[config.mk]
export PLATFORM = sky130hd
export DESIGN_NAME = fpc_top
export DESIGN_NICKNAME = d
export VERILOG_FILES = /design/src/inc/fpc_pkg.sv /design/src/rtl/fpc_sync.sv /design/src/rtl/fpc_cfg_timer.sv /design/src/rtl/fpc_top.sv
export VERILOG_INCLUDE_DIRS = /design/src /design/src/inc
export SDC_FILE = /design/constraint.sdc
export NUM_CORES = 1
export LEC_CHECK = 0
export ABC_AREA = 1
export BUFFER_PORTS_ARGS = -buffer_cell sky130_fd_sc_hd__clkbuf_2
export CORE_MARGIN = 2
export CORE_UTILIZATION = 58
export DETAILED_ROUTE_END_ITERATION = 12
export GPL_TIMING_DRIVEN = 0
export PLACE_DENSITY_LB_ADDON = 0.1
export SLEW_MARGIN = 15
export SYNTH_ARGS = -nofsm -noshare
export SYNTH_HDL_FRONTEND = slang
export SYNTH_SLANG_ARGS = --single-unit
[constraint.sdc]
create_clock -name clk_in -period 7.9 [get_ports clk_in]
set_input_delay 1.58 -clock clk_in [delete_from_list [all_inputs] [get_ports clk_in]]
set_output_delay 1.58 -clock clk_in [all_outputs]
set_load 0.02 [all_outputs]
[src/inc/fpc_defines.svh]
// constants for the flash program command and boot option block
`ifndef FPC_DEFINES_SVH
`define FPC_DEFINES_SVH
`define FPC_IR_W 10
`define FPC_CMD_VERIFY_READ 10'h205
`define FPC_CMD_BGP_ENTRY 10'h199
`define FPC_CMD_BGP_EXIT 10'h166
`define FPC_CMD_ENTRY_TRISTATE 10'h2CC
`define FPC_CMD_ENTRY_HELD 10'h233
`define FPC_CMD_EXIT 10'h201
`define FPC_CMD_BYPASS 10'h3FF
`define FPC_IR_CAPTURE 10'h001
`define FPC_DR_W 32
`define FPC_ADDR_W 23
`define FPC_DR_EXPLICIT_BIT 31
`define FPC_CNT_W 25
`define FPC_CLK_MHZ 125
`define FPC_EXIT_WAIT_US 200
`define FPC_CFG_MAX_MS 139.6
`define FPC_REG_CTRL 8'h00
`define FPC_REG_OPT 8'h04
`define FPC_REG_STAT 8'h08
`define FPC_REG_CTIME 8'h0C
`define FPC_REG_FADDR 8'h10
`define FPC_CTRL_BURST_BIT 0
`define FPC_OPT_W 19
`define FPC_OPT_RST 19'h7FFC1
`define FPC_STAT_IR_LSB 16
`endif

[src/inc/fpc_pkg.sv]
// types for the flash program command and boot option block
`include "fpc_defines.svh"
package fpc_pkg;
    typedef enum logic [3:0] {
        TAP_RESET = 4'h0, TAP_RTI = 4'h1, TAP_SEL_DR = 4'h2, TAP_CAP_DR = 4'h3,
        TAP_SH_DR = 4'h4, TAP_EX1_DR = 4'h5, TAP_PA_DR = 4'h6, TAP_EX2_DR = 4'h7,
        TAP_UP_DR = 4'h8, TAP_SEL_IR = 4'h9, TAP_CAP_IR = 4'hA, TAP_SH_IR = 4'hB,
        TAP_EX1_IR = 4'hC, TAP_PA_IR = 4'hD, TAP_EX2_IR = 4'hE, TAP_UP_IR = 4'hF
    } fpc_tap_t;

    // boot option bits, most significant first, bit 0 last
    typedef struct packed {
        logic [11:0] wdog_val;
        logic wdog_en;
        logic jtag_protect;
        logic encrypted_only;
        logic verify_protect;
        logic isp_data_secondary;
        logic primary_only;
        logic weak_pullup;
    } fpc_opt_t;

    typedef struct packed {
        fpc_tap_t tap;
        logic tck_q;
        logic tdo;
        logic [`FPC_IR_W-1:0] ir_sh;
        logic [`FPC_IR_W-1:0] cur_ir;
        logic [`FPC_DR_W-1:0] dr;
        logic in_system_programming;
        logic clamp;
        logic bgp;
        logic exit_pend;
        logic [`FPC_CNT_W-1:0] exit_cnt;
        logic [`FPC_ADDR_W-1:0] addr;
        logic flash_rd;
        logic burst;
        fpc_opt_t opt;
        logic [31:0] prdata;
        logic status_q;
        logic done_q;
        logic image;
        logic fell_back;
        logic cfg_err;
        logic reload;
    } fpc_st_t;
endpackage : fpc_pkg

[src/rtl/fpc_sync.sv]
// two-stage synchroniser for pin inputs
`timescale 1ns/100ps
`default_nettype none
module fpc_sync #(
    parameter int W = 1
) (
    // clock and reset
    input wire logic clk_in,
    input wire logic rst_n_in,
    // data
    input wire logic [W-1:0] d_in,
    output logic [W-1:0] q_out
);
    typedef struct packed {
        logic [W-1:0] s1;
        logic [W-1:0] s2;
    } fpc_sync_st_t;

    fpc_sync_st_t st;
    fpc_sync_st_t next_st;

    always_comb
    begin
        next_st.s1 = d_in;
        next_st.s2 = st.s1;
    end

    always_ff @(posedge clk_in or negedge rst_n_in)
    begin
        if (!rst_n_in)
            st <= '0;
        else
            st <= next_st;
    end

    assign q_out = st.s2;
endmodule : fpc_sync
`default_nettype wire

[src/rtl/fpc_cfg_timer.sv]
// load time meter from status release to load complete
`timescale 1ns/100ps
`default_nettype none
`include "fpc_defines.svh"
module fpc_cfg_timer #(
    parameter int MAX_CYC = 17450000
) (
    // clock and reset
    input wire logic clk_in,
    input wire logic rst_n_in,
    // events
    input wire logic start_in,
    input wire logic stop_in,
    // result
    output logic [`FPC_CNT_W-1:0] count_out,
    output logic overrun_out
);
    localparam logic [`FPC_CNT_W-1:0] LIMIT = `FPC_CNT_W'(MAX_CYC);

    typedef struct packed {
        logic busy;
        logic ovr;
        logic [`FPC_CNT_W-1:0] cnt;
    } fpc_tmr_st_t;

    fpc_tmr_st_t st;
    fpc_tmr_st_t next_st;

    always_comb
    begin
        next_st = st;
        if (start_in)
        begin
            next_st.busy = 1'b1;
            next_st.ovr = 1'b0;
            next_st.cnt = '0;
        end
        else if (st.busy)
        begin
            if (stop_in)
                next_st.busy = 1'b0;
            else if (st.cnt == LIMIT)
                next_st.ovr = 1'b1;
            else
                next_st.cnt = st.cnt + 1'b1;
        end
    end

    always_ff @(posedge clk_in or negedge rst_n_in)
    begin
        if (!rst_n_in)
            st <= '0;
        else
            st <= next_st;
    end

    assign count_out = st.cnt;
    assign overrun_out = st.ovr;
endmodule : fpc_cfg_timer
`default_nettype wire

[src/rtl/fpc_top.sv]
// flash program command decoder and boot option controller
// Function
// - verify read command enables flash readback for checking
// - verify read takes explicit address or auto-increments in burst mode
// - background entry command enters background mode, flash sector open
// - background exit command leaves background mode
// - outside a mode only entry and exit commands act
// - weak pull-up option pulls pins up in configuration, else tri-state
// - primary-only option forces image 0, ignores pin, no fallback
// - without primary-only a failed load falls back to other image
// - option picks which image supplies the programming pin state
// - encrypted-only option flags error on unencrypted image
// - verify and jtag protect option bits, both off by default
// - watchdog enable option bit, on by default
// - twelve-bit watchdog value option, default all ones
// - load time from status rise to complete rise, limit 139.6 ms
// - tri-state entry command enters programming mode, pins tri-stated
// - held-pins entry drives pins from boundary scan, freezes core
// - exit completes after 200 us in run-test/idle
`timescale 1ns/100ps
`default_nettype none
`include "fpc_defines.svh"
module fpc_top #(
    parameter int EXIT_WAIT_CYC = int'($ceil(`FPC_EXIT_WAIT_US * `FPC_CLK_MHZ)),
    parameter int CFG_MAX_CYC = int'($floor(`FPC_CFG_MAX_MS * 1000.0 * `FPC_CLK_MHZ + 1.0e-6))
) (
    // clock and reset
    input wire logic clk_in,
    input wire logic arst_n_in,
    // apb slave
    input wire logic psel_in,
    input wire logic penable_in,
    input wire logic pwrite_in,
    input wire logic [7:0] paddr_in,
    input wire logic [31:0] pwdata_in,
    output logic [31:0] prdata_out,
    output logic pready_out,
    output logic pslverr_out,
    // jtag pins
    input wire logic tck_in,
    input wire logic tms_in,
    input wire logic tdi_in,
    output logic tdo_out,
    output logic tdo_oe_out,
    // configuration pins
    input wire logic config_state_low_pin_in,
    input wire logic load_complete_pin_in,
    input wire logic image_choice_pin_in,
    // image loader
    input wire logic load_fail_in,
    input wire logic image_present_in,
    input wire logic image_encrypted_in,
    input wire logic [1:0] isp_clamp_img_in,
    output logic image_select_out,
    output logic reload_out,
    output logic cfg_error_out,
    output logic cfg_time_overrun_out,
    // pin and core control
    output logic io_weak_pullup_out,
    output logic io_tristate_out,
    output logic io_clamp_out,
    output logic core_freeze_out,
    output logic isp_pin_clamp_out,
    // flash access
    output logic flash_access_out,
    output logic flash_rd_out,
    output logic [`FPC_ADDR_W-1:0] flash_addr_out,
    input wire logic [`FPC_DR_W-1:0] flash_data_in,
    // boot options
    output logic verify_protect_out,
    output logic jtag_protect_out,
    output logic wdog_en_out,
    output logic [11:0] wdog_value_out
);
    localparam logic [`FPC_CNT_W-1:0] EXIT_LAST = `FPC_CNT_W'(EXIT_WAIT_CYC - 1);

    logic [1:0] rst_q;
    logic rst_n;
    logic [5:0] pins;
    logic s_tck, s_tms, s_tdi, s_status, s_done, s_choice;
    logic tck_rise, tck_fall, in_mode, rd_act, cfg_start, configuring;
    logic setup, wr, mapped;
    logic [31:0] rd_mux;
    logic [`FPC_CNT_W-1:0] ctime;
    fpc_pkg::fpc_tap_t tap_nx;
    fpc_pkg::fpc_st_t st;
    fpc_pkg::fpc_st_t next_st;

    function automatic fpc_pkg::fpc_tap_t tap_next(input fpc_pkg::fpc_tap_t s, input logic m);
        fpc_pkg::fpc_tap_t r;
        unique case (s)
            fpc_pkg::TAP_RESET: r = m ? fpc_pkg::TAP_RESET : fpc_pkg::TAP_RTI;
            fpc_pkg::TAP_RTI: r = m ? fpc_pkg::TAP_SEL_DR : fpc_pkg::TAP_RTI;
            fpc_pkg::TAP_SEL_DR: r = m ? fpc_pkg::TAP_SEL_IR : fpc_pkg::TAP_CAP_DR;
            fpc_pkg::TAP_CAP_DR: r = m ? fpc_pkg::TAP_EX1_DR : fpc_pkg::TAP_SH_DR;
            fpc_pkg::TAP_SH_DR: r = m ? fpc_pkg::TAP_EX1_DR : fpc_pkg::TAP_SH_DR;
            fpc_pkg::TAP_EX1_DR: r = m ? fpc_pkg::TAP_UP_DR : fpc_pkg::TAP_PA_DR;
            fpc_pkg::TAP_PA_DR: r = m ? fpc_pkg::TAP_EX2_DR : fpc_pkg::TAP_PA_DR;
            fpc_pkg::TAP_EX2_DR: r = m ? fpc_pkg::TAP_UP_DR : fpc_pkg::TAP_SH_DR;
            fpc_pkg::TAP_UP_DR: r = m ? fpc_pkg::TAP_SEL_DR : fpc_pkg::TAP_RTI;
            fpc_pkg::TAP_SEL_IR: r = m ? fpc_pkg::TAP_RESET : fpc_pkg::TAP_CAP_IR;
            fpc_pkg::TAP_CAP_IR: r = m ? fpc_pkg::TAP_EX1_IR : fpc_pkg::TAP_SH_IR;
            fpc_pkg::TAP_SH_IR: r = m ? fpc_pkg::TAP_EX1_IR : fpc_pkg::TAP_SH_IR;
            fpc_pkg::TAP_EX1_IR: r = m ? fpc_pkg::TAP_UP_IR : fpc_pkg::TAP_PA_IR;
            fpc_pkg::TAP_PA_IR: r = m ? fpc_pkg::TAP_EX2_IR : fpc_pkg::TAP_PA_IR;
            fpc_pkg::TAP_EX2_IR: r = m ? fpc_pkg::TAP_UP_IR : fpc_pkg::TAP_SH_IR;
            fpc_pkg::TAP_UP_IR: r = m ? fpc_pkg::TAP_SEL_DR : fpc_pkg::TAP_RTI;
        endcase
        return r;
    endfunction : tap_next

    // reset release through two flops
    always_ff @(posedge clk_in or negedge arst_n_in)
    begin
        if (!arst_n_in)
            rst_q <= 2'h0;
        else
            rst_q <= {rst_q[0], 1'b1};
    end
    assign rst_n = rst_q[1];

    fpc_sync #(.W(6)) u_sync (
        .clk_in(clk_in),
        .rst_n_in(rst_n),
        .d_in({tck_in, tms_in, tdi_in, config_state_low_pin_in, load_complete_pin_in,
            image_choice_pin_in}),
        .q_out(pins)
    );
    assign {s_tck, s_tms, s_tdi, s_status, s_done, s_choice} = pins;

    fpc_cfg_timer #(.MAX_CYC(CFG_MAX_CYC)) u_timer (
        .clk_in(clk_in),
        .rst_n_in(rst_n),
        .start_in(cfg_start),
        .stop_in(s_done & ~st.done_q),
        .count_out(ctime),
        .overrun_out(cfg_time_overrun_out)
    );

    assign tck_rise = s_tck & ~st.tck_q;
    assign tck_fall = ~s_tck & st.tck_q;
    assign tap_nx = tap_next(st.tap, s_tms);
    assign in_mode = st.in_system_programming | st.bgp;
    // verify read acts only inside a mode
    assign rd_act = in_mode && (st.cur_ir == `FPC_CMD_VERIFY_READ);
    assign cfg_start = s_status & ~st.status_q;
    assign configuring = s_status & ~s_done;
    assign setup = psel_in & ~penable_in;
    assign wr = psel_in & penable_in & pwrite_in;
    assign mapped = paddr_in inside {`FPC_REG_CTRL, `FPC_REG_OPT, `FPC_REG_STAT,
        `FPC_REG_CTIME, `FPC_REG_FADDR};

    always_comb
    begin
        unique case (paddr_in)
            `FPC_REG_CTRL: rd_mux = {31'h0, st.burst};
            `FPC_REG_OPT: rd_mux = {13'h0, st.opt};
            `FPC_REG_STAT: rd_mux = {6'h0, st.cur_ir, 8'h0, cfg_time_overrun_out, configuring,
                st.cfg_err, st.image, st.exit_pend, st.clamp, st.bgp, st.in_system_programming};
            `FPC_REG_CTIME: rd_mux = {7'h0, ctime};
            `FPC_REG_FADDR: rd_mux = {9'h0, st.addr};
            default: rd_mux = 32'h0;
        endcase
    end

    always_comb
    begin
        next_st = st;
        next_st.flash_rd = 1'b0;
        next_st.reload = 1'b0;
        next_st.tck_q = s_tck;
        next_st.status_q = s_status;
        next_st.done_q = s_done;
        if (tck_rise)
        begin
            next_st.tap = tap_nx;
            if (st.tap == fpc_pkg::TAP_CAP_IR)
                next_st.ir_sh = `FPC_IR_CAPTURE;
            if (st.tap == fpc_pkg::TAP_SH_IR)
                next_st.ir_sh = {s_tdi, st.ir_sh[`FPC_IR_W-1:1]};
            if (st.tap == fpc_pkg::TAP_CAP_DR)
            begin
                next_st.dr = (rd_act && !st.opt.verify_protect) ? flash_data_in : '0;
                if (rd_act && st.burst)
                    next_st.addr = st.addr + 1'b1;
            end
            if (st.tap == fpc_pkg::TAP_SH_DR)
                next_st.dr = {s_tdi, st.dr[`FPC_DR_W-1:1]};
            if (tap_nx == fpc_pkg::TAP_CAP_DR && rd_act)
                next_st.flash_rd = 1'b1;
            if (tap_nx == fpc_pkg::TAP_UP_DR && rd_act && st.dr[`FPC_DR_EXPLICIT_BIT])
                next_st.addr = st.dr[`FPC_ADDR_W-1:0];
            if (tap_nx == fpc_pkg::TAP_RESET)
                next_st.cur_ir = `FPC_CMD_BYPASS;
        end
        if (tck_fall)
            next_st.tdo = (st.tap == fpc_pkg::TAP_SH_IR) ? st.ir_sh[0] : st.dr[0];
        if (st.exit_pend && st.tap == fpc_pkg::TAP_RTI)
        begin
            if (st.exit_cnt == EXIT_LAST)
            begin
                next_st.in_system_programming = 1'b0;
                next_st.clamp = 1'b0;
                next_st.exit_pend = 1'b0;
                next_st.exit_cnt = '0;
                if (!st.bgp)
                    next_st.cur_ir = `FPC_CMD_BYPASS;
            end
            else
                next_st.exit_cnt = st.exit_cnt + 1'b1;
        end
        else
            next_st.exit_cnt = '0;
        if (tck_rise && tap_nx == fpc_pkg::TAP_UP_IR)
        begin
            next_st.cur_ir = st.ir_sh;
            case (st.ir_sh)
                `FPC_CMD_ENTRY_TRISTATE:
                begin
                    next_st.in_system_programming = 1'b1;
                    next_st.clamp = 1'b0;
                    next_st.exit_pend = 1'b0;
                end
                `FPC_CMD_ENTRY_HELD:
                begin
                    next_st.in_system_programming = 1'b1;
                    next_st.clamp = 1'b1;
                    next_st.exit_pend = 1'b0;
                end
                `FPC_CMD_EXIT: next_st.exit_pend = st.in_system_programming;
                `FPC_CMD_BGP_ENTRY: next_st.bgp = 1'b1;
                `FPC_CMD_BGP_EXIT: next_st.bgp = 1'b0;
                // other codes dropped outside a mode
                default: next_st.cur_ir = in_mode ? st.ir_sh : `FPC_CMD_BYPASS;
            endcase
        end
        // background mode survives reconfiguration until host exit
        if (cfg_start)
        begin
            next_st.image = st.opt.primary_only ? 1'b0 : s_choice;
            next_st.fell_back = 1'b0;
            next_st.cfg_err = 1'b0;
        end
        if (configuring && load_fail_in && !cfg_start)
        begin
            // fall back to other image once
            if (!st.opt.primary_only && !st.fell_back)
            begin
                next_st.image = ~st.image;
                next_st.fell_back = 1'b1;
                next_st.reload = 1'b1;
            end
            else
                next_st.cfg_err = 1'b1;
        end
        if (configuring && st.opt.encrypted_only && image_present_in && !image_encrypted_in)
            next_st.cfg_err = 1'b1;
        if (wr && paddr_in == `FPC_REG_CTRL)
            next_st.burst = pwdata_in[`FPC_CTRL_BURST_BIT];
        if (wr && paddr_in == `FPC_REG_OPT)
            next_st.opt = pwdata_in[`FPC_OPT_W-1:0];
        if (setup && !pwrite_in)
            next_st.prdata = rd_mux;
    end

    always_ff @(posedge clk_in or negedge rst_n)
    begin
        if (!rst_n)
        begin
            st <= '0;
            st.cur_ir <= `FPC_CMD_BYPASS;
            st.opt <= `FPC_OPT_RST;
        end
        else
            st <= next_st;
    end

    assign prdata_out = st.prdata;
    assign pready_out = 1'b1;
    assign pslverr_out = psel_in & penable_in & ~mapped;
    assign tdo_out = st.tdo;
    assign tdo_oe_out = (st.tap == fpc_pkg::TAP_SH_IR) || (st.tap == fpc_pkg::TAP_SH_DR);
    assign image_select_out = st.image;
    assign reload_out = st.reload;
    assign cfg_error_out = st.cfg_err;
    assign io_weak_pullup_out = configuring & st.opt.weak_pullup;
    assign io_tristate_out = (configuring & ~st.opt.weak_pullup) | (st.in_system_programming & ~st.clamp);
    assign io_clamp_out = st.in_system_programming & st.clamp;
    assign core_freeze_out = st.in_system_programming & st.clamp;
    assign isp_pin_clamp_out = isp_clamp_img_in[st.opt.isp_data_secondary];
    assign flash_access_out = in_mode;
    assign flash_rd_out = st.flash_rd;
    assign flash_addr_out = st.addr;
    assign verify_protect_out = st.opt.verify_protect;
    assign jtag_protect_out = st.opt.jtag_protect;
    assign wdog_en_out = st.opt.wdog_en;
    assign wdog_value_out = st.opt.wdog_val;
endmodule : fpc_top
`default_nettype wire

==> flow_summary.json <==
{
  "drt-vias-per-instance": 5.555,
  "synth_top_area_cell": "dfrtp_1",
  "clock_insertion_delay_worst_skew_ns": 0.52,
  "antenna_found_initial": 0,
  "p_seq_share_pct": 40.5,
  "clockRootBuffer": "clkbuf_16",
  "post_synthesis_instance_total": 1516,
  "grt_use_total_pct": 31.29,
  "metal1_wirelength_mm": 14.41,
  "worst_r2r_startpoint": "u_timer.count_out[0]$_DFFE_PN0P_",
  "fp.dieW_um": 145.3,
  "fp-row-count": 51,
  "r2r_slack_ns": 5.33,
  "design.portCount": 173,
  "ys_dominant_reg_cell": "dfrtp_1",
  "timing.final.ws_setup_ns": 3.434,
  "async_flop_share_pct": 100.0,
  "part_of_the_power_in_the_clock_network_pct": 38.3,
  "worst_ep_arrival_time_ns": 2.89,
  "biggest_area_contributors_in_the_synthesized_netlist": "dfrtp_1, nand2_1, inv_1",
  "slew_violations": 0,
  "critPathRequiredTime_ns": 6.32,
  "switching_power_uw": 1025,
  "postPlaceCellArea_mm2": 0.01279,
  "layout-drive-gt1-share_pct": 19.57,
  "netlist-cell-type-count": 52,
  "ys_ff_latch": 204,
  "detail_route.iter0.violations": 1053,
  "power.ir.vdd_worst_uv": 224.0,
  "route.met3.wl_mm": 2.275,
  "design.die.area_mm2": 0.02110,
  "initial_utilization_pct": 59.28,
  "fin_worst_hold_slack_ns": 0.2632,
  "synth_enable_flop_cells": 0,
  "cts.sink_count": 204,
  "slew_headroom_pct": 53.83,
  "cts.repair_timing.setup_buffer_count": 0,
  "insertedDiodeCount": 0,
  "worstHoldPathType": "reg2async",
  "clk_pin_slew_ns": 0.06,
  "timing.critical_path.fanout_max": 10,
  "globalRouteOverflowTotal": 0,
  "cts-htree-levels": 1,
  "die_h_um": 145.3,
  "yosys.area.top_type_share_pct": 38.91,
  "drc_errors": 0,
  "achievable-frequency_mhz": 223.9,
  "detailedRoute.firstPassIterationCount": 5,
  "power.share.switching_pct": 32.09,
  "avgSynthCellArea_um2": 7.635,
  "timing.clock.skew_ns": 0.01746,
  "cts_made_buffers": 24,
  "synth-seq-area-share_pct": 44.36,
  "post-route-period-util_pct": 56.53,
  "grt_first_pass_wirelength_mm": 54.06,
  "ctsResizeCount": 0,
  "first_global_vias": 10580,
  "critPathLaunch": "paddr_in[2]",
  "combinationalPowerShare_pct": 21.2,
  "rr_endpoint": "u_timer.count_out[23]$_DFFE_PN0P_",
  "maximum_buffer_depth_of_the_clock_tree": 3,
  "placement.io_buffers": 152,
  "core_area_mm2": 0.01953,
  "routedWlPerCell_um": 16.66,
  "grt_start_max_net_pins": 59,
  "cts_tree": "built",
  "status": "completed",
  "fin_area_mm2": 0.01368,
  "syn_area_mm2": 0.01157,
  "power.internal_uw": 2168,
  "area.growth.synth_to_final_pct": 18.17,
  "dp_hpwl_mm": 24.94,
  "post-place-ws_ns": 3.464,
  "route.met2.wl_mm": 15.40,
  "worst-r2r-cell-count": 10,
  "final-setup-viol-count": 0,
  "cts-hold-fix-buffers": 0,
  "placer_s_final_routability_congestion_estimate": 0.9936,
  "totalWireLength_mm": 33.11,
  "leak_pwr_uw": 0.006780,
  "criticalPathCategory": "in2out",
  "fin_crit_ns": 4.466,
  "critical_path.startpoint_type": "input port",
  "max_slew.worst_pin.slew_ns": 0.6926,
  "critPathCaptureType": "primary output",
  "top_layer": "met4",
  "power_density_mw_per_mm2": 233.4,
  "drv_cap": 0,
  "vias": 11040,
  "synth-warning-count": 0,
  "final_count_of_hold_timing_violations": 0,
  "nets": 1796,
  "totalNegativeSetupSlack_ns": 0,
  "grt_setup_unrepaired": "no",
  "post_route_antenna_net_violation_count": 0
}
==> layout by cell type (no fill, tap or decap), types with 25 or more instances in the layout <==
master,instances
o21ai_0,70
a21oi_1,75
o22ai_1,25
nor2_1,168
clkbuf_16,25
nand3_1,122
nor3_1,35
a22oi_1,33
nand4_1,34
clkbuf_1,37
nand2_1,300
dfrtp_1,179
buf_4,70
xor2_1,36
clkbuf_2,152
inv_1,194
==> stage by stage <==
step / total power (uW) / std cells / utilization (%)
floorplan: 1768 / 1522 / -
CTS: 3197 / 1987 / 70.05
finish: 3193 / 1987 / 70.05
global route: 3351 / 1987 / 70.05
global placement: 1950 / 1939 / 64.99
detailed placement: 1977 / 1943 / 65.49
==> flip-flops by register name (all words and copies together), names as in the netlist <==
signal,flops
cfg_error_out,1
flash_addr_out,23
flash_rd_out,1
image_select_out,1
jtag_protect_out,1
prdata_out,26
reload_out,1
rst_q,2
st,94
tdo_out,1
u_sync.next_st,6
u_sync.q_out,6
u_timer.count_out,25
u_timer.overrun_out,1
u_timer.st,1
verify_protect_out,1
wdog_en_out,1
wdog_value_out,12
==> worst max-delay path: stages <==
cell and delay, ns:
clkbuf_2 0.08, inv_1 0.06, nand3_1 0.10, nor2_1 0.10, nand2_1 0.09, clkbuf_1 0.44
o2111a_1 0.28, clkbuf_2 0.17
==> worst max-delay path by stage <==
stage                                         to  cells past startpoint
CTS                                  pslverr_out                      8
global placement    jtag_protect_out$_DFFE_PN0P_                      0
floorplan                cfg_error_out$_DFF_PN0_                      0
finish                               pslverr_out                      8
global route                         pslverr_out                      8
detailed placement                   pslverr_out                      8
==> cell type report <==
cell class                 instances  area [um^2]
sequential                       204         5139
clock buffer                      33        725.7
fill                            1706         5848
clock inverter                    11        163.9
timing repair buffer             156        855.8
inverter                         201        754.5
buffer                           118        725.7
multi-input combinational        999         4982
tap                              265        331.6
==> cell families after synthesis <==
family | synth area share (%)
xor gates and xnor gates | 2.875
adders and majority gates | 0.4324
buffers and inverters | 12.79
AOI/OAI and AO/OA | 11.93
DFF | 44.36
and+or+nand+nor | 26.18
muxes | 1.362
other | 0.06488
==> power groups by stage <==
stage	Combinational (uW)	Sequential, uW	Clock (uW)
2_1_floorplan	479	1290	0
3_3_place_gp	630	1320	0
3_5_place_dp	670	1310	0
4_1_cts	676	1290	1230
5_1_grt	766	1310	1280
6_report	677	1290	1220
==> cells in the mapped netlist, types with 25 or more instances <==
| cell type | instances |
|---|---|
| nand2_1 | 300 |
| nand3_1 | 122 |
| o21ai_0 | 70 |
| a22oi_1 | 33 |
| a21oi_1 | 75 |
| buf_4 | 70 |
| dfrtp_1 | 180 |
| o22ai_1 | 25 |
| xor2_1 | 36 |
| nand4_1 | 34 |
| nor2_1 | 168 |
| nor3_1 | 35 |
| clkbuf_1 | 36 |
| inv_1 | 194 |
==> per-layer routing <==
metal,up-vias,track usage (%)
li1,5275,-
met1,5216,43.73
met2,479,50.97
met3,68,4.340
met4,0,9.657
met5,-,0
Power figures use the tool's default switching activity.
